===== config.mk =====
export PLATFORM = sky130hd
export DESIGN_NAME = residual_overvoltage_definite_time
export DESIGN_NICKNAME = d
export VERILOG_FILES = /design/src/rov_pkg.sv /design/src/definite_timer.sv /design/src/residual_overvoltage_definite_time.sv
export SDC_FILE = /design/constraint.sdc
export NUM_CORES = 1
export LEC_CHECK = 0
export BUFFER_PORTS_ARGS = -buffer_cell sky130_fd_sc_hd__buf_2
export CORE_UTILIZATION = 50
export DETAILED_ROUTE_END_ITERATION = 12
export GPL_ROUTABILITY_DRIVEN = 0
export PLACE_DENSITY = 0.71
export SLEW_MARGIN = 20
export SYNTH_ARGS = -nofsm -noshare
export SYNTH_HDL_FRONTEND = slang
export SYNTH_HIERARCHICAL = 1
export SYNTH_SLANG_ARGS = --single-unit

===== constraint.sdc =====
create_clock -name i_clk -period 7.5 [get_ports i_clk]
set_input_delay 1.125 -clock i_clk [delete_from_list [all_inputs] [get_ports i_clk]]
set_output_delay 1.125 -clock i_clk [all_outputs]
set_load 0.02 [all_outputs]

===== src/rov_pkg.sv =====
// Constants, register map and state encoding for the residual overvoltage element
package rov_pkg;

  // Register bus geometry
  localparam int ADDR_W = 8;
  localparam int DATA_W = 32;

  // Register byte offsets
  localparam logic [7:0] CTRL_OFS = 8'h00;
  localparam logic [7:0] PICKUP_OFS = 8'h04;
  localparam logic [7:0] DELAY_OFS = 8'h08;
  localparam logic [7:0] STATE_OFS = 8'h0c;
  localparam logic [7:0] IRQ_STATUS_OFS = 8'h10;
  localparam logic [7:0] IRQ_ENABLE_OFS = 8'h14;
  localparam logic [7:0] IRQ_CLEAR_OFS = 8'h18;
  localparam logic [7:0] ELAPSED_OFS = 8'h1c;

  // Control register field positions
  localparam int CTRL_ENABLE_BIT = 0;
  localparam int CTRL_PICKUP_ONLY_BIT = 1;

  // State register field positions
  localparam int STATE_PICKUP_BIT = 0;
  localparam int STATE_TRIP_BIT = 1;
  localparam int STATE_INHIBIT_BIT = 2;
  localparam int STATE_OVER_BIT = 3;
  localparam int STATE_FSM_LSB = 4;

  // Interrupt event positions
  localparam int IRQ_W = 3;
  localparam int IRQ_PICKUP_RISE_BIT = 0;
  localparam int IRQ_TRIP_RISE_BIT = 1;
  localparam int IRQ_PICKUP_FALL_BIT = 2;

  // Setting ranges and reset values
  localparam logic [6:0] PICKUP_MIN = 7'h02;
  localparam logic [6:0] PICKUP_MAX = 7'h3c;
  localparam logic [6:0] PICKUP_RESET = 7'h1e;
  localparam logic [15:0] DELAY_MAX = 16'hea60;
  localparam logic [15:0] DELAY_RESET = 16'h0064;
  localparam logic ENABLE_RESET = 1'b1;
  localparam logic PICKUP_ONLY_RESET = 1'b0;
  localparam logic [IRQ_W-1:0] IRQ_ENABLE_RESET = 3'h0;

  // Magnitude format: percent of rated, fixed point
  localparam int MAG_FRAC_BITS = 8;
  localparam int MAG_W = 16;

  // Timing: delay resolution of one millisecond
  localparam int CLK_PERIOD_NS = 10;
  localparam int TICK_PERIOD_MS = 1;
  localparam int TICK_CYCLES = TICK_PERIOD_MS * 1000000 / CLK_PERIOD_NS;

  // Element state, Gray coded along idle -> picked up -> tripped
  typedef enum logic [1:0] {
    ST_IDLE = 2'b00,
    ST_PICKED = 2'b01,
    ST_TRIPPED = 2'b11
  } elem_state_t;

endpackage


===== src/definite_timer.sv =====
// Millisecond definite-time delay counter
`timescale 1ns/10ps
module definite_timer
  import rov_pkg::*;
#(
  parameter int TICK_CYCLES_P = TICK_CYCLES
)
(
  input wire logic i_clk,
  input wire logic i_arst_n,
  input wire logic i_run,
  input wire logic [15:0] i_delay_ms,
  output logic o_expired,
  output logic [15:0] o_elapsed_ms
);

  localparam int PW = $clog2(TICK_CYCLES_P + 1);
  localparam logic [PW-1:0] TICK_LAST = PW'(TICK_CYCLES_P - 1);

  generate
    if (TICK_CYCLES_P < 1)
    begin : g_bad_tick
      $error("definite_timer: tick count must be at least one");
    end
  endgenerate

  typedef struct packed {
    logic [PW-1:0] prescale;
    logic [15:0] elapsed;
    logic expired;
  } timer_state_t;

  timer_state_t state_reg;
  timer_state_t state_next;

  // Prescaler and elapsed count, cleared whenever run drops
  always_comb
  begin
    state_next = state_reg;
    if (!i_run)
    begin
      state_next.prescale = '0;
      state_next.elapsed = 16'h0000;
      state_next.expired = 1'b0;
    end
    else
    begin
      if (state_reg.prescale == TICK_LAST)
      begin
        state_next.prescale = '0;
        if (state_reg.elapsed != DELAY_MAX)
        begin
          state_next.elapsed = state_reg.elapsed + 16'h0001;
        end
      end
      else
      begin
        state_next.prescale = state_reg.prescale + PW'(1);
      end
      state_next.expired = (state_reg.elapsed >= i_delay_ms);
    end
  end

  always_ff @(posedge i_clk or negedge i_arst_n)
  begin
    if (!i_arst_n)
    begin
      state_reg <= '0;
    end
    else
    begin
      state_reg <= state_next;
    end
  end

  assign o_expired = state_reg.expired;
  assign o_elapsed_ms = state_reg.elapsed;

endmodule


===== src/residual_overvoltage_definite_time.sv =====
// Definite-time residual overvoltage protection element with register port
`timescale 1ns/10ps
module residual_overvoltage_definite_time
  import rov_pkg::*;
#(
  parameter int TICK_CYCLES_P = TICK_CYCLES,
  parameter int MAG_W_P = MAG_W
)
(
  input wire logic i_clk,
  input wire logic i_arst_n,
  input wire logic [MAG_W_P-1:0] i_residual_fundamental_rms,
  input wire logic i_inhibit_input,
  input wire logic [ADDR_W-1:0] i_addr,
  input wire logic [DATA_W-1:0] i_wdata,
  input wire logic i_wr,
  input wire logic i_rd,
  output logic [DATA_W-1:0] o_rdata,
  output logic o_general_pickup_out,
  output logic o_general_trip_out,
  output logic o_irq
);

  generate
    if (MAG_W_P < MAG_FRAC_BITS + 7)
    begin : g_bad_mag
      $error("residual_overvoltage_definite_time: magnitude too narrow for pickup range");
    end
    if (TICK_CYCLES_P < 1)
    begin : g_bad_tick
      $error("residual_overvoltage_definite_time: tick count must be at least one");
    end
  endgenerate

  typedef struct packed {
    logic element_enable_setting;
    logic pickup_only_setting;
    logic [6:0] pickup_level_setting;
    logic [15:0] definite_delay_setting;
    logic [IRQ_W-1:0] irq_status;
    logic [IRQ_W-1:0] irq_enable;
    elem_state_t fsm;
    logic pickup_status;
    logic trip_status;
    logic [DATA_W-1:0] rdata;
    logic irq;
  } elem_regs_t;

  elem_regs_t state_reg;
  elem_regs_t state_next;

  logic timer_expired;
  logic [15:0] timer_elapsed;
  logic over_level;
  logic element_active;
  logic pickup_now;
  logic trip_now;
  logic [IRQ_W-1:0] irq_events;
  logic [MAG_W_P-1:0] pickup_scaled;

  // Address match used by both the write and read paths
  function automatic logic hit(input logic [ADDR_W-1:0] addr, input logic [ADDR_W-1:0] ofs);
    hit = (addr == ofs);
  endfunction

  // Pickup percent moved into the magnitude fixed-point format
  assign pickup_scaled = MAG_W_P'({state_reg.pickup_level_setting, {MAG_FRAC_BITS{1'b0}}});

  // Level comparison against the fundamental RMS magnitude
  assign over_level = (i_residual_fundamental_rms > pickup_scaled);

  // Element is live only when switched on and not inhibited
  assign element_active = state_reg.element_enable_setting && !i_inhibit_input;

  // Start and trip decisions
  assign pickup_now = element_active && over_level;
  assign trip_now = pickup_now && timer_expired && !state_reg.pickup_only_setting;

  // Delay timer, held in clear whenever start is absent
  definite_timer #(
    .TICK_CYCLES_P(TICK_CYCLES_P)
  ) u_timer (
    .i_clk(i_clk),
    .i_arst_n(i_arst_n),
    .i_run(pickup_now),
    .i_delay_ms(state_reg.definite_delay_setting),
    .o_expired(timer_expired),
    .o_elapsed_ms(timer_elapsed)
  );

  // Interrupt events from output edges
  always_comb
  begin
    irq_events = '0;
    irq_events[IRQ_PICKUP_RISE_BIT] = pickup_now && !state_reg.pickup_status;
    irq_events[IRQ_TRIP_RISE_BIT] = trip_now && !state_reg.trip_status;
    irq_events[IRQ_PICKUP_FALL_BIT] = !pickup_now && state_reg.pickup_status;
  end

  // Next state of the whole element
  always_comb
  begin
    state_next = state_reg;

    // Settings writes; out-of-range pickup ignored, long delay clamped
    if (i_wr)
    begin
      if (hit(i_addr, CTRL_OFS))
      begin
        state_next.element_enable_setting = i_wdata[CTRL_ENABLE_BIT];
        state_next.pickup_only_setting = i_wdata[CTRL_PICKUP_ONLY_BIT];
      end
      else if (hit(i_addr, PICKUP_OFS))
      begin
        if ((i_wdata >= DATA_W'(PICKUP_MIN)) && (i_wdata <= DATA_W'(PICKUP_MAX)))
        begin
          state_next.pickup_level_setting = i_wdata[6:0];
        end
      end
      else if (hit(i_addr, DELAY_OFS))
      begin
        if (i_wdata > DATA_W'(DELAY_MAX))
        begin
          state_next.definite_delay_setting = DELAY_MAX;
        end
        else
        begin
          state_next.definite_delay_setting = i_wdata[15:0];
        end
      end
      else if (hit(i_addr, IRQ_ENABLE_OFS))
      begin
        state_next.irq_enable = i_wdata[IRQ_W-1:0];
      end
    end

    // Sticky events; a set in the clearing cycle wins
    if (i_wr && hit(i_addr, IRQ_CLEAR_OFS))
    begin
      state_next.irq_status = (state_reg.irq_status & ~i_wdata[IRQ_W-1:0]) | irq_events;
    end
    else
    begin
      state_next.irq_status = state_reg.irq_status | irq_events;
    end

    // Decision stage outputs
    state_next.pickup_status = pickup_now;
    state_next.trip_status = trip_now;

    // Element state follows the decisions
    case (state_reg.fsm)
      ST_IDLE:
      begin
        if (pickup_now)
        begin
          state_next.fsm = ST_PICKED;
        end
      end
      ST_PICKED:
      begin
        if (!pickup_now)
        begin
          state_next.fsm = ST_IDLE;
        end
        else if (trip_now)
        begin
          state_next.fsm = ST_TRIPPED;
        end
      end
      ST_TRIPPED:
      begin
        if (!pickup_now)
        begin
          state_next.fsm = ST_IDLE;
        end
        else if (!trip_now)
        begin
          state_next.fsm = ST_PICKED;
        end
      end
      default:
      begin
        state_next.fsm = ST_IDLE;
      end
    endcase

    // Read data valid only in the cycle after the strobe
    state_next.rdata = '0;
    if (i_rd)
    begin
      if (hit(i_addr, CTRL_OFS))
      begin
        state_next.rdata[CTRL_ENABLE_BIT] = state_reg.element_enable_setting;
        state_next.rdata[CTRL_PICKUP_ONLY_BIT] = state_reg.pickup_only_setting;
      end
      else if (hit(i_addr, PICKUP_OFS))
      begin
        state_next.rdata[6:0] = state_reg.pickup_level_setting;
      end
      else if (hit(i_addr, DELAY_OFS))
      begin
        state_next.rdata[15:0] = state_reg.definite_delay_setting;
      end
      else if (hit(i_addr, STATE_OFS))
      begin
        state_next.rdata[STATE_PICKUP_BIT] = state_reg.pickup_status;
        state_next.rdata[STATE_TRIP_BIT] = state_reg.trip_status;
        state_next.rdata[STATE_INHIBIT_BIT] = i_inhibit_input;
        state_next.rdata[STATE_OVER_BIT] = over_level;
        state_next.rdata[STATE_FSM_LSB +: 2] = state_reg.fsm;
      end
      else if (hit(i_addr, IRQ_STATUS_OFS))
      begin
        state_next.rdata[IRQ_W-1:0] = state_reg.irq_status;
      end
      else if (hit(i_addr, IRQ_ENABLE_OFS))
      begin
        state_next.rdata[IRQ_W-1:0] = state_reg.irq_enable;
      end
      else if (hit(i_addr, ELAPSED_OFS))
      begin
        state_next.rdata[15:0] = timer_elapsed;
      end
    end

    // Level interrupt from enabled sticky bits
    state_next.irq = |(state_next.irq_status & state_next.irq_enable);
  end

  // State register with reset values
  always_ff @(posedge i_clk or negedge i_arst_n)
  begin
    if (!i_arst_n)
    begin
      state_reg.element_enable_setting <= ENABLE_RESET;
      state_reg.pickup_only_setting <= PICKUP_ONLY_RESET;
      state_reg.pickup_level_setting <= PICKUP_RESET;
      state_reg.definite_delay_setting <= DELAY_RESET;
      state_reg.irq_status <= '0;
      state_reg.irq_enable <= IRQ_ENABLE_RESET;
      state_reg.fsm <= ST_IDLE;
      state_reg.pickup_status <= 1'b0;
      state_reg.trip_status <= 1'b0;
      state_reg.rdata <= '0;
      state_reg.irq <= 1'b0;
    end
    else
    begin
      state_reg <= state_next;
    end
  end

  // Outputs straight from flip-flops
  assign o_general_pickup_out = state_reg.pickup_status;
  assign o_general_trip_out = state_reg.trip_status;
  assign o_rdata = state_reg.rdata;
  assign o_irq = state_reg.irq;

endmodule


[Word-level counts from Yosys, hierarchy flattened]
Cells that the tools add are included.
W data, S select, Z words.
Word-level totals
  flip-flop bits (word level): 86
  bits in latches: 0
  output and inout port bits: 35
  input bits: 61
  word-level logic and storage cells: 103
  bits in read-only memories: 0
  RAM bits: 0
  memories kept: 0
Operators by class
  $add $sub $neg: 2
  multiply operators: 0
  shift operators: 0
  order comparisons: 5
  muxes and demuxes: 37
  eq/ne operators: 16
  reductions and logical operators: 22
  bitwise logic cells: 7
  div/mod/pow operators: 0
Operator list (number)
  $mux W16: 13
  $mux W34: 1
  $eq A8 B5 Y1 const B: 4
  $ge A32 B2 Y1 const B: 1
  $gt A32 B16 Y1 const B: 1
  $le A32 B6 Y1 const B: 1
  $mux W13: 2
  $mux W3: 8
  $add A17 B1 Y17 const B: 1
  $eq A17 B17 Y1 const B: 1
  $mux W17: 1
  $add A16 B1 Y16 const B: 1
  $eq A8 B4 Y1 const B: 2
  $ge A16 B16 Y1: 1
  $gt A16 B15 Y1: 1
  $ne A16 B16 Y1 const B: 1
  $mux W14: 1
  $mux W2: 6
  $mux W10: 1
  $logic_and A1 B1 Y1: 9
  $mux W9: 1
  $eq A8 B3 Y1 const B: 1
  $logic_not A8 Y1: 1
  $reduce_and A4 Y1: 2
  17 further kinds: 27

[Depth between registers and ports, before layout]
Gate-level depths: netlist of the first run.
  depth in word-level cells: 16
  gate-level depth with buffers: 14
  depth with buffers taken out: 12

[By module]
Netlist of the first run, hierarchy kept.
Modules (own cells, without submodules)
  residual_overvoltage_definite_time: area an instance 2912.8 um2, cells an instance 299, sequential area each 1311.3 um2, times used 1
  definite_timer: area an instance 2339.7 um2, cells an instance 254, sequential area each 850.8 um2, times used 1

[Least setup slack after synthesis of the first run]
OpenSTA, ideal clock, no wires.
  kind: input -> register
  from: in i_residual_fundamental_rms[9]
  to: reg u_timer.state_reg, in the netlist u_timer/o_elapsed_ms[15]
  data arrival time: 3.428 ns
  data required time: 7.381 ns
  cell stages on the path: 12
  path buffers: 2
  setup slack: 3.953 ns
  setup time: 0.119 ns
  path through: ha_1 > or4b_1 > nor4_2 > nor2_1 > nand3_1 > inv_1 > clkbuf_1 > clkinv_1 > a41oi_2 > buf_2 > o31a_1 > o21a_1
Between the ends
  cells in the longest elaborated chain, start to end: 4
  elaborated cells on any way between the ends: 6
  classes of those cells: order compare: 1; eq/ne: 2; mux: 1; reduce/logical: 2
RTL lines
  from (decl): RTL line residual_overvoltage_definite_time.sv:12  | input wire logic [MAG_W_P-1:0] i_residual_fundamental_rms,
  $gt A16 B15 Y1 *: RTL line residual_overvoltage_definite_time.sv:70  | assign over_level = (i_residual_fundamental_rms > pickup_scaled);
  $logic_and A1 B1 Y1 *: RTL line residual_overvoltage_definite_time.sv:76  | assign pickup_now = element_active && over_level;
  net pickup_now: RTL line residual_overvoltage_definite_time.sv:56  | logic pickup_now;
  $ne A2 B1 Y1 (no line)
  $reduce_and A2 Y1 (no line)
  to (signal assigned): RTL line definite_timer.sv:72  | state_reg <= state_next;
  to (decl): RTL line definite_timer.sv:33  | timer_state_t state_reg;
Mark *: on every way through the listed nets, which the timed path passes. The rest lies on a longest branch.
A chain may end at the register's enable or synchronous reset.

[Worst setup path after layout of the first run]
  from: in i_residual_fundamental_rms[13]
  to: reg u_timer.state_reg, in the netlist u_timer/o_elapsed_ms[15]
Same word-level chain as after synthesis.

==> results of run 1 <==
-- logic make-up (layout without fill, tap and decap cells) --
logic type	after synthesis	after routing	share of synthesized area
AND/OR/NAND/NOR	199	199	0.216
AO/OA/AOI/OAI	115	115	0.151
buffers and inverters	100	132	0.109
flip-flops	86	86	0.412
adder cells (fa/ha/maj)	26	26	0.0619
multiplexers	14	14	0.0291
XOR/XNOR	12	12	0.0200
other	1	16	0.000714
-- how the worst max path moves through the flow --
stage                          endpoint  cells past startpoint
2_1_floorplan  u_timer/o_elapsed_ms[15]                     12
3_3_place_gp    u_timer/o_elapsed_ms[6]                     12
3_5_place_dp   u_timer/o_elapsed_ms[15]                     12
4_1_cts        u_timer/o_elapsed_ms[15]                     12
5_1_grt        u_timer/o_elapsed_ms[13]                     12
6_report       u_timer/o_elapsed_ms[15]                     12
-- power by group through the flow --
stage                     registers, W  logic [W]  clock network (W)
after floorplan               0.000487  0.0000485                  0
after global placement        0.000489  0.0000807                  0
after detailed placement      0.000489  0.0000826                  0
after CTS                     0.000480  0.0000830           0.000340
after global routing          0.000481  0.0000929           0.000356
final                         0.000480  0.0000832           0.000327
-- placed cells by master, fill, tap and decap left out, drive strengths merged, types with 4 or more instances in the layout --
cell type  count
nor3          11
dfstp          8
or3            9
nand3         19
buf           80
clkbuf        14
mux2i          4
a221oi         4
xor2           8
inv           35
and4           5
a21oi         34
ha            26
dfrtp         78
o31ai          8
nor4          10
a22o          10
a22oi         12
a21o           5
conb          16
or4            9
mux2          10
nor4b          7
nand2         44
xnor2          4
o21ai         18
and2          10
nor2          38
nand4         14
and3           7
-- metal layers --
layer  GRT usage  up-vias
li1            -     2025
met1       0.300     2065
met2       0.400      133
met3      0.0363       17
met4      0.0837        0
met5           0        -
-- worst reg2reg max path, stage by stage (launching register included) --
cell,delay (ps)
dfstp_2,550
inv_1,50
ha_1,260
nand4b_1,150
o21ai_0,210
a221oi_1,110
nor2_1,270
nand3_1,190
inv_1,280
clkinv_1,500
a41oi_2,630
nor4_1,120
o21a_1,190
-- stage by stage --
step	setup WS [ps]	hold WS (ps)
2_1_floorplan	3950	419
3_3_place_gp	3370	449
3_5_place_dp	3180	464
4_1_cts	3590	475
5_1_grt	3260	490
6_report	3560	473
-- cell type report --
type | count | area [um2]
Clock buffer | 14 | 193
Tap cell | 136 | 170
Inverter | 36 | 135
Clock inverter | 2 | 12.5
Fill cell | 907 | 4580
Multi-Input combinational cell | 382 | 2570
Timing Repair Buffer | 80 | 409
Sequential cell | 86 | 2160
==> out/results.env, run 1 <==
DIEAREA_UM2=10900
CORE_REGION_AREA_UM2=10200
SYNTH.CELL_AREA_UM2=5250
DRT-INITIAL-DRC-COUNT=260
REGTOREGSTARTPOINT='pickup_scaled[12]'
RESULT_OF_THE_RUN='completed'
ROUTE.FINAL.WIRE_LENGTH_MM=11.8
POWER.COMBINATIONAL.FRACTION=0.093
CTS_SINK_CNT=86
WORST_REG2REG_ENDPOINT='u_timer/o_elapsed_ms[15]'
ACHIEVABLE-FREQUENCY_MHz=254
UTILIZATION=0.553
VDD_IR_DROP_MAX_V=0.0000969
TOTAL_VIA_COUNT_IN_THE_ROUTED_DESIGN=4240
YOSYS_MOST_USED_DFF='dfrtp_1'
SYNTH_EDF_COUNT=0
FINALNETCOUNT=682
POST_SYNTH_NUM_CELL_TYPES=64
WORST_SKEW_PAIR.LATE_LATENCY_PS=350
GRT_PASS1_VIAS=4254
CTSRESIZECOUNT=0
CTS_BUFFERS=9
BIGGEST_CELL_DELAY_ALONG_THE_CRITICAL_PATH_PS=630
ROOT_BUFFER='clkbuf_8'
POWER-PER-CELL-AREA_nW_PER_UM2=157
WORSTHOLDENDPOINT='state_reg[35]'
CRIT_PATH_MAX_FANOUT=17
SETUP.WORST_PATH.START_CLASS='input port'
FLOORPLAN.ROWS=37
POST-ROUTE-DRC-COUNT=0
TIMING.SETUP.TNS_PS=0
NUMBER_OF_ANTENNA_VIOLATIONS_AT_THE_FIRST_CHECK_IN_GLOBAL_ROUTING=0
CLKPWRFRAC=0.368
OVERFLOW=0
POST_ROUTE_CELLS_DRIVE_ABOVE_1_SHARE=0.217
INITIAL_STANDARD_CELL_UTILIZATION_OF_THE_CORE=0.513
PLACE.DETAILED.INSTANCES=720
GRT_MAX_DEGREE=87
SEQUENTIALPOWERSHARE=0.539
REGTOREGSETUPSLACK_PS=3880
CTS-HOLD-FIX-BUFFERS=0
GRT_FIRST_PASS_WIRELENGTH_MM=20.5
TOTAL_SWITCHING_POWER_W=0.000222
REPORT.FINAL.HOLD_VIOL_COUNT=0
PATH_CELLS='buf_2 > ha_1 > nand4b_1 > o21ai_0 > a221oi_1 > nor2_1 > nand3_1 > inv_1 > clkinv_1 > a41oi_2 > nor4_1 > o21a_1'
PERIOD_NEEDED_PS=3940
POST-LAYOUT-TOTAL-POWER_W=0.000890
DETAIL_ROUTE.FIRST_PASS.ITERATIONS=4
POST-SYNTH-TOP-COUNT-CELL='dfrtp_1'
WL_PER_CELL_UM=16.1
CRITICAL_PATH_ARRIVAL_PS=4190
DPL_CELL_AREA_UM2=5450
MAX_CAP_VIOLATIONS=0
RR_WORST_DEPTH=12
POST_ROUTE_M1_WL_MM=5.22
CRITICAL_PATH.ENDPOINT_TYPE='register'
CTS_BUFFER_DEPTH=2
SYNTH.YOSYS.SEQ_AREA_SHARE=0.412
ROUTE.MET3.WL_UM=583
AREA_GROWTH_SYN_TO_LAYOUT_PCT=7.65
YS_TOP_CELLS_BY_COUNT='dfrtp_1, buf_4, nand2_1'
YS_ASYNC_SR_FRACTION=1.00
SYNTH_TOP_CELL_BY_AREA='dfrtp_1'
DETAIL-ROUTE-ANTENNA-NETS=0
MET2WIRELENGTH_MM=5.84
DIE-WIDTH_UM=104
POST_SYNTH_MAIN_AREA_CONTRIBUTORS='dfrtp_1, buf_4, ha_1, dfstp_2, a21oi_1'
CRITPATHKIND='input port to register'
POST-ROUTE-CELL-AREA_UM2=5650
CELL_INTERNAL_PWR_W=0.000669
LEAKAGEPOWER_nW=2.52
REPORT.FINAL.SLEW_VIOL_COUNT=0
POST_CTS.REPAIR.SETUP_BUFFERS=0
POST_SYNTH.CELL_AREA_AVG_UM2=9.50
GRT_SETUP_UNREPAIRED='no'
MIN-DELAY-PATH-CLASS='register to register'
CLKSLEWWORSTSETUPHOLDPATHS_PS=80
LARGEST_REGISTER_FF_COUNT=26
CRITPATHLAUNCH='i_residual_fundamental_rms[13]'
CP.BUFFERS_INVERTERS=3
HP-START='state_reg[36]'
SETUP_VIOL=0
HTREE_NUM_LEVELS=3
FINAL_MIN_PERIOD_OVER_CLOCK_PERIOD=0.525
FINALCLOCKSKEW_PS=7.66
SYNTH_CELLS=553
GRTUSAGETOTAL=0.234
TRITONCTS='yes'
NUMPORTBUFFERS=79
KIND_OF_CELL_WITH_THE_HIGHEST_COMBINED_DELAY_ON_THE_CRITICAL_PATH='compound AO/OA/AOI/OAI gates'
ACTUAL_TRANSITION_AT_THE_WORST_MAX_TRANSITION_PIN_PS=771
DETAILED_PLACEMENT_HPWL_MM=8.76
FLOORPLAN.DIE.HEIGHT_UM=104
SW_FRAC_OF_TOTAL=0.249
POST-SYNTH-TOP-AREA-FRACTION=0.372
IO_PINS=96
VIAS_PER_CELL=5.76
CELL_DEPTH_OF_THE_WORST_HOLD_PATH=1
NUMBER_OF_ANTENNA_REPAIR_DIODES=0
CRIT_REQUIRED_PS=7750
TIMING.SLEW.HEADROOM=0.482
CRITICAL_PATH_S_SLOWEST_CELL='a41oi_2'
ROUTE.TOP_LAYER_USED='met4'
POSTSYNTHREGISTERBITS=86
YOSYSWARNINGS=6
INSTANCES_NO_FILL=736
(Power assumes the default switching activity.)
==> run 2, diff against run 1 <==
--- a/config.mk
+++ b/config.mk
@@ -9,7 +9,7 @@
 export CORE_UTILIZATION = 50
 export DETAILED_ROUTE_END_ITERATION = 12
 export GPL_ROUTABILITY_DRIVEN = 0
-export PLACE_DENSITY = 0.71
+export PLACE_DENSITY = 0.74
 export SLEW_MARGIN = 20
 export SYNTH_ARGS = -nofsm -noshare
 export SYNTH_HDL_FRONTEND = slang
==> constraint.sdc (replaced) <==
create_clock -name i_clk -period 3.27 [get_ports i_clk]
set_input_delay 0.4905 -clock i_clk [delete_from_list [all_inputs] [get_ports i_clk]]
set_output_delay 0.4905 -clock i_clk [all_outputs]
set_load 0.02 [all_outputs]
==> run 2 against run 1 <==
The run now ends with setup timing left. Routed wire length grew 1.3%. Cell count grew 1.4%. Global-route usage shrank 0.51 points. Critical endpoint is now u_timer/o_elapsed_ms[1].
==> out/results.env, run 2 (synthesis gave the netlist of run 1 again) <==
RESULT_OF_THE_RUN='finished with violations'  # was completed
VIOLATIONS='setup timing'
DETAIL-ROUTE-ANTENNA-NETS=0  # unchanged
REPORT.FINAL.HOLD_VIOL_COUNT=0  # unchanged
CELL_INTERNAL_PWR_W=0.00159  # was 0.000669 W
INITIAL_STANDARD_CELL_UTILIZATION_OF_THE_CORE=0.513  # unchanged
CLKPWRFRAC=0.380  # was 0.368
POST-LAYOUT-TOTAL-POWER_W=0.00209  # was 0.000890 W
TOTAL_VIA_COUNT_IN_THE_ROUTED_DESIGN=4298  # was 4240
ACHIEVABLE-FREQUENCY_MHz=302
BIGGEST_CELL_DELAY_ALONG_THE_CRITICAL_PATH_PS=560  # was 630 ps
CRITICAL_PATH_S_SLOWEST_CELL='dfstp_2'  # was a41oi_2
OVERFLOW=0  # unchanged
UTILIZATION=0.561  # was 0.553
FINAL_MIN_PERIOD_OVER_CLOCK_PERIOD=1.01
GRT_PASS1_VIAS=4185  # was 4254
DETAIL_ROUTE.FIRST_PASS.ITERATIONS=5  # was 4
WL_PER_CELL_UM=16.1  # about the same
DETAILED_PLACEMENT_HPWL_MM=8.89  # was 8.76 mm
POWER-PER-CELL-AREA_nW_PER_UM2=364  # was 157 nW/um2
POWER.COMBINATIONAL.FRACTION=0.094  # was 0.093
CRITICAL_PATH_ARRIVAL_PS=3540  # was 4190 ps
SETUP.WORST_PATH.START_CLASS='register'  # was input port
WORST_SKEW_PAIR.LATE_LATENCY_PS=350  # about the same
SW_FRAC_OF_TOTAL=0.241  # was 0.249
AREA_GROWTH_SYN_TO_LAYOUT_PCT=9.31  # was 7.65%
CRITICAL_PATH.ENDPOINT_TYPE='register'  # unchanged
POST_ROUTE_CELLS_DRIVE_ABOVE_1_SHARE=0.228  # was 0.217
POST-PLACE-WS_PS=54.0  # was 3180 ps
ROOT_BUFFER='clkbuf_8'  # unchanged
NUMBER_OF_ANTENNA_VIOLATIONS_AT_THE_FIRST_CHECK_IN_GLOBAL_ROUTING=0  # unchanged
CTS_BUFFERS=9  # unchanged
DRT-INITIAL-DRC-COUNT=236  # was 260
GRTUSAGETOTAL=0.229  # was 0.234
FINALCLOCKSKEW_PS=10.3  # was 7.66 ps
CRIT_REQUIRED_PS=3500  # was 7750 ps
MIN-DELAY-PATH-CLASS='input port to async pin'  # was register to register
PERIOD_NEEDED_PS=3310
CTS_BUFFER_DEPTH=2  # unchanged
IO_PINS=96  # unchanged
LARGEST_REGISTER_FF_COUNT=26  # unchanged
CRITPATHKIND='register to register'  # was input port to register
FILLER_CELL_COUNT=924  # was 907
TRITONCTS='yes'  # unchanged
CTS_SINK_CNT=86  # unchanged
REGTOREGSETUPSLACK_PS=-40  # was 3880 ps
SETUP_VIOL=1  # was 0
LEAKAGEPOWER_nW=2.58  # was 2.52 nW
FLOORPLAN.ROWS=37  # unchanged
DPL_CELL_AREA_UM2=5510  # was 5450 um2
VIAS_PER_CELL=5.76  # about the same
SEQUENTIALPOWERSHARE=0.527  # was 0.539
NUMBER_OF_ANTENNA_REPAIR_DIODES=0  # unchanged
REPORT.FINAL.SLEW_VIOL_COUNT=0  # unchanged
HOLD_SLACK_PS=85.7  # was 473 ps
HTREE_NUM_LEVELS=3  # unchanged
DIEAREA_UM2=10900  # unchanged
PATH_CELLS='inv_1 > ha_1 > nand4b_1 > o21ai_1 > a221oi_1 > nor2_1 > nand3_2 > inv_2 > nor4bb_1 > nand4_1 > nor2b_1 > a32o_1'  # was buf_2 > ha_1 > nand4b_1 > o21ai_0 > a221oi_1 > nor2_1 > nand3_1 > inv_1 > clkinv_1 > a41oi_2 > nor4_1 > o21a_1
TIMING.SLEW.HEADROOM=0.514  # was 0.482
CORE_REGION_AREA_UM2=10200  # unchanged
LAYOUT_COMMON_CELLS='buf_2, dfrtp_1, nand2_1'  # unchanged
FLOORPLAN.DIE.HEIGHT_UM=104  # unchanged
TOTAL_SWITCHING_POWER_W=0.000504  # was 0.000222 W
GRT_FIRST_PASS_WIRELENGTH_MM=20.0  # was 20.5 mm
FINAL_CRITICAL_PATH_SETUP_SLACK_PS=-38.6  # was 3560 ps
ROUTE.FINAL.WIRE_LENGTH_MM=12.0  # was 11.8 mm
CTS-HOLD-FIX-BUFFERS=0  # unchanged
VDD_IR_DROP_MAX_V=0.000235  # was 0.0000969 V
CLKSLEWWORSTSETUPHOLDPATHS_PS=80  # about the same
CRIT_PATH_MAX_FANOUT=6  # was 17
POST-ROUTE-DRC-COUNT=0  # unchanged
GRT_MAX_DEGREE=36  # was 87
NUMPORTBUFFERS=79  # unchanged
ACTUAL_TRANSITION_AT_THE_WORST_MAX_TRANSITION_PIN_PS=726  # was 771 ps
DIE-WIDTH_UM=104  # unchanged
POST-ROUTE-CELL-AREA_UM2=5740  # was 5650 um2
FINALNETCOUNT=692  # was 682
MAX_CAP_VIOLATIONS=0  # unchanged
## run 2: changes by cell type in the layout (fill, tap and decap cells not counted), sizes merged
cell    delta
bufinv     +2
clkbuf     -2
buf       +10
## run 2: final timing paths
path,from,endpoint,cells after the start
max,pickup_scaled[12],u_timer/o_elapsed_ms[1],12
min,i_arst_n,o_irq,1
max reg2reg,pickup_scaled[12],u_timer/o_elapsed_ms[1],12
min reg2reg,state_reg[36],state_reg[35],1
max in group asynchronous,i_arst_n,pickup_scaled[12],2
min in group i_clk,i_wdata[6],state_reg[49],3
## run 2: metrics by stage
stage / TNS (ps) / instances
2_1_floorplan: 0 / 568
3_3_place_gp: 0 / 728
3_5_place_dp: 0 / 728
4_1_cts: 0 / 744
5_1_grt: -383 / 746
6_report: -38.6 / 746
## run 2: layout make-up
type                       instances  area (um2)  share of cell area
clock inverter                     4        72.6              0.0126
clock buffer                      12         135              0.0235
timing repair buffer              90         480              0.0837
inverter                          36         135              0.0235
multi-input combinational        382        2590               0.450
tap                              136         170              0.0296
sequential                        86        2160               0.377
## run 2: routing by layer
layer  part of all wire  up-vias  GRT usage  routed length, um
met3              0.061       21     0.0508                732
li1                   -     2045          -                  -
met4              0.014        0     0.0602                162
met1               0.44     2061      0.292               5250
met2               0.49      171      0.392               5840
met5                  0        -          0                  0
## run 2: power groups by stage
stage | Clock, W | Combinational (W) | Sequential, W
after floorplan | 0 | 0.000111 | 0.00112
after global placement | 0 | 0.000189 | 0.00112
after detailed placement | 0 | 0.000193 | 0.00112
after CTS | 0.000814 | 0.000194 | 0.00110
after global routing | 0.000862 | 0.000220 | 0.00110
final | 0.000794 | 0.000196 | 0.00110
## run 2: timing repair
action / 4_1_cts / 5_1_grt
setup endpoints to repair: 0 / 23
resized for setup: 0 / 4
setup buffers: 0 / 2
endpoints found under the hold margin: 0 / 0
## run 2: critical path, delay by kind of cell, from the launching register on
family / cells / cell delay (ps)
adder cells (fa/ha/maj): 1 / 260
flip-flops: 1 / 560
AND/OR/NAND/NOR: 6 / 1640
buffers and inverters: 2 / 180
AO/OA/AOI/OAI: 3 / 550
==> run 3, diff against run 2 <==
--- a/config.mk
+++ b/config.mk
@@ -6,6 +6,7 @@
 export NUM_CORES = 1
 export LEC_CHECK = 0
 export BUFFER_PORTS_ARGS = -buffer_cell sky130_fd_sc_hd__buf_2
+export CORE_MARGIN = 4
 export CORE_UTILIZATION = 50
 export DETAILED_ROUTE_END_ITERATION = 12
 export GPL_ROUTABILITY_DRIVEN = 0
==> run 3 against run 2 <==
Non-clock buffer count down 4. The run now ends clean. Worst setup slack better by 250 ps. Clock-buffer cell count down 2. Total power down 2.8%. Global-route usage down 2.9 points. Sequential share of layout area up 0.27 points. Critical endpoint unchanged. Register-to-register slack better by 250 ps.
==> out/results.env, run 3 (synthesis gave the netlist of run 1 again) <==
ACTUAL_TRANSITION_AT_THE_WORST_MAX_TRANSITION_PIN_PS=782  # was 726 ps
TIMING.SLEW.HEADROOM=0.479  # was 0.514
POST-ROUTE-DRC-COUNT=0  # unchanged
REPORT.FINAL.HOLD_VIOL_COUNT=0  # unchanged
LEAKAGEPOWER_nW=2.56  # was 2.58 nW
PATH_CELLS='inv_1 > ha_1 > nand4b_1 > o21ai_1 > a221oi_2 > nor2_2 > nand3_1 > inv_1 > nor4bb_1 > nand4_1 > nor2b_1 > a32o_1'  # was inv_1 > ha_1 > nand4b_1 > o21ai_1 > a221oi_1 > nor2_1 > nand3_2 > inv_2 > nor4bb_1 > nand4_1 > nor2b_1 > a32o_1
PERIOD_NEEDED_PS=3060  # was 3310 ps
INITIAL_STANDARD_CELL_UTILIZATION_OF_THE_CORE=0.511  # was 0.513
CTS_BUFFER_DEPTH=2  # unchanged
CRITICAL_PATH_S_SLOWEST_CELL='dfstp_2'  # unchanged
FILLER_CELL_COUNT=907  # was 924
MAX_CAP_VIOLATIONS=0  # unchanged
FINAL_CRITICAL_PATH_SETUP_SLACK_PS=210  # was -38.6 ps
CRITPATHKIND='register to register'  # unchanged
REGTOREGSTARTPOINT='pickup_scaled[12]'  # unchanged
SW_FRAC_OF_TOTAL=0.258  # was 0.241
WORST_SKEW_PAIR.LATE_LATENCY_PS=360  # was 350 ps
POST-PLACE-WS_PS=83.5  # was 54.0 ps
OVERFLOW=0  # unchanged
GRT_FIRST_PASS_WIRELENGTH_MM=20.5  # was 20.0 mm
VDD_IR_DROP_MAX_V=0.000178  # was 0.000235 V
DRT-INITIAL-DRC-COUNT=369  # was 236
DIEAREA_UM2=12200  # was 10900 um2
FLOORPLAN.DIE.HEIGHT_UM=110  # was 104 um
WORST_PATH_MOST_REPEATED_CELL='inv_1'
CTSRESIZECOUNT=0  # unchanged
DETAIL_ROUTE.FIRST_PASS.ITERATIONS=6  # was 5
NUMBER_OF_ANTENNA_VIOLATIONS_AT_THE_FIRST_CHECK_IN_GLOBAL_ROUTING=0  # unchanged
DIE-WIDTH_UM=110  # was 104 um
FINALNETCOUNT=688  # was 692
VIAS_PER_CELL=5.79  # was 5.76
HOLD_SLACK_PS=188  # was 85.7 ps
RR_WORST_DEPTH=12  # unchanged
POWER.COMBINATIONAL.FRACTION=0.096  # was 0.094
MIN-DELAY-PATH-CLASS='input port to async pin'  # unchanged
CORE_REGION_AREA_UM2=10300  # was 10200 um2
CRIT_REQUIRED_PS=3530  # was 3500 ps
WORST_REG2REG_ENDPOINT='u_timer/o_elapsed_ms[1]'  # unchanged
DETAIL-ROUTE-ANTENNA-NETS=0  # unchanged
GRTUSAGETOTAL=0.200  # was 0.229
CTS_BUFFERS=9  # unchanged
REGTOREGSETUPSLACK_PS=210  # was -40 ps
CELL_INTERNAL_PWR_W=0.00151  # was 0.00159 W
CLKSLEWWORSTSETUPHOLDPATHS_PS=90  # was 80 ps
GRT_MAX_DEGREE=87  # was 36
AREA_GROWTH_SYN_TO_LAYOUT_PCT=8.53  # was 9.31%
SEQUENTIALPOWERSHARE=0.541  # was 0.527
NUMBER_OF_ANTENNA_REPAIR_DIODES=0  # unchanged
TOTAL_SWITCHING_POWER_W=0.000526  # was 0.000504 W
CLKPWRFRAC=0.363  # was 0.380
CRITICAL_PATH_ARRIVAL_PS=3320  # was 3540 ps
REPORT.FINAL.SLEW_VIOL_COUNT=0  # unchanged
NUMPORTBUFFERS=79  # unchanged
LAYOUT_COMMON_CELLS='buf_2, dfrtp_1, nand2_1'  # unchanged
ROUTE.FINAL.WIRE_LENGTH_MM=12.2  # was 12.0 mm
FINAL_MIN_PERIOD_OVER_CLOCK_PERIOD=0.936  # was 1.01
GRT_PASS1_VIAS=4261  # was 4185
CTS_SINK_CNT=86  # unchanged
SETUP.WORST_PATH.START_CLASS='register'  # unchanged
CTS-HOLD-FIX-BUFFERS=0  # unchanged
GRT_SETUP_UNREPAIRED='yes'
TOTAL_VIA_COUNT_IN_THE_ROUTED_DESIGN=4293  # was 4298
ROOT_BUFFER='clkbuf_8'  # unchanged
CRITICAL_PATH.ENDPOINT_TYPE='register'  # unchanged
RESULT_OF_THE_RUN='completed'  # was finished with violations
LARGEST_REGISTER_FF_COUNT=26  # unchanged
CRIT_PATH_MAX_FANOUT=6  # unchanged
POST_ROUTE_CELLS_DRIVE_ABOVE_1_SHARE=0.226  # was 0.228
POST_CTS.REPAIR.SETUP_BUFFERS=0  # unchanged
WL_PER_CELL_UM=16.4  # was 16.1 um
SETUP_VIOL=0  # was 1
IO_PINS=96  # unchanged
POWER-PER-CELL-AREA_nW_PER_UM2=357  # was 364 nW/um2
HTREE_NUM_LEVELS=3  # unchanged
TRITONCTS='yes'  # unchanged
FINALCLOCKSKEW_PS=12.5  # was 10.3 ps
BIGGEST_CELL_DELAY_ALONG_THE_CRITICAL_PATH_PS=550  # was 560 ps
ACHIEVABLE-FREQUENCY_MHz=327  # was 302 MHz
DETAILED_PLACEMENT_HPWL_MM=8.97  # was 8.89 mm
FLOORPLAN.ROWS=37  # unchanged
run 3: how the worst max path moves through the flow:
| stage | from | to | slack, ps | cells past startpoint |
|---|---|---|---|---|
| after floorplan | pickup_scaled[9] | u_timer/o_elapsed_ms[15] | 300 | 13 |
| after global placement | i_residual_fundamental_rms[9] | u_timer/o_elapsed_ms[4] | 160 | 11 |
| after detailed placement | i_residual_fundamental_rms[9] | u_timer/o_elapsed_ms[4] | 80 | 11 |
| after CTS | pickup_scaled[9] | u_timer/o_elapsed_ms[4] | 80 | 11 |
| after global routing | pickup_scaled[12] | u_timer/o_elapsed_ms[1] | -50 | 12 |
| final | pickup_scaled[12] | u_timer/o_elapsed_ms[1] | 210 | 12 |
run 3: per-layer routing:
metal  wire length (um)  vias to the layer above  GRT usage
li1                   -                     2045          -
met1               5270                     2064      0.259
met2               5830                      160      0.325
met3                839                       24     0.0526
met4                221                        0     0.0714
met5                  0                        -          0
run 3: power by group through the flow:
stage | combinational [W] | sequential (W) | clock, W
5_1_grt | 0.000219 | 0.00110 | 0.000800
2_1_floorplan | 0.000111 | 0.00112 | 0
3_5_place_dp | 0.000192 | 0.00112 | 0
3_3_place_gp | 0.000188 | 0.00112 | 0
4_1_cts | 0.000194 | 0.00110 | 0.000756
6_report | 0.000195 | 0.00110 | 0.000738
run 3: area by class of cell:
cell class / count / area, um2 / share of cell area
clock inverter: 6 / 61.3 / 0.0108
multi-input combinational: 382 / 2590 / 0.454
timing repair buffer: 86 / 454 / 0.0797
sequential: 86 / 2160 / 0.379
inverter: 36 / 135 / 0.0237
tap: 136 / 170 / 0.0299
clock buffer: 10 / 128 / 0.0224
run 3: critical path: cells and delay by family, from the launching register on:
kind	cells	cell delay, ps
simple gates	6	1320
fa+ha+maj	1	260
buf+inv	2	230
flops	1	550
compound gates	3	590
run 3: through the flow:
| stage | total power [W] | TNS [ps] | instances | instance area [um2] | util |
|---|---|---|---|---|---|
| floorplan | 0.00123 | 0 | 568 | 5310 | - |
| global placement | 0.00131 | 0 | 726 | 5490 | 0.534 |
| detailed placement | 0.00131 | 0 | 726 | 5490 | 0.534 |
| CTS | 0.00205 | 0 | 742 | 5680 | 0.553 |
| global route | 0.00212 | -53.7 | 742 | 5700 | 0.555 |
| finish | 0.00203 | 0 | 742 | 5700 | 0.555 |
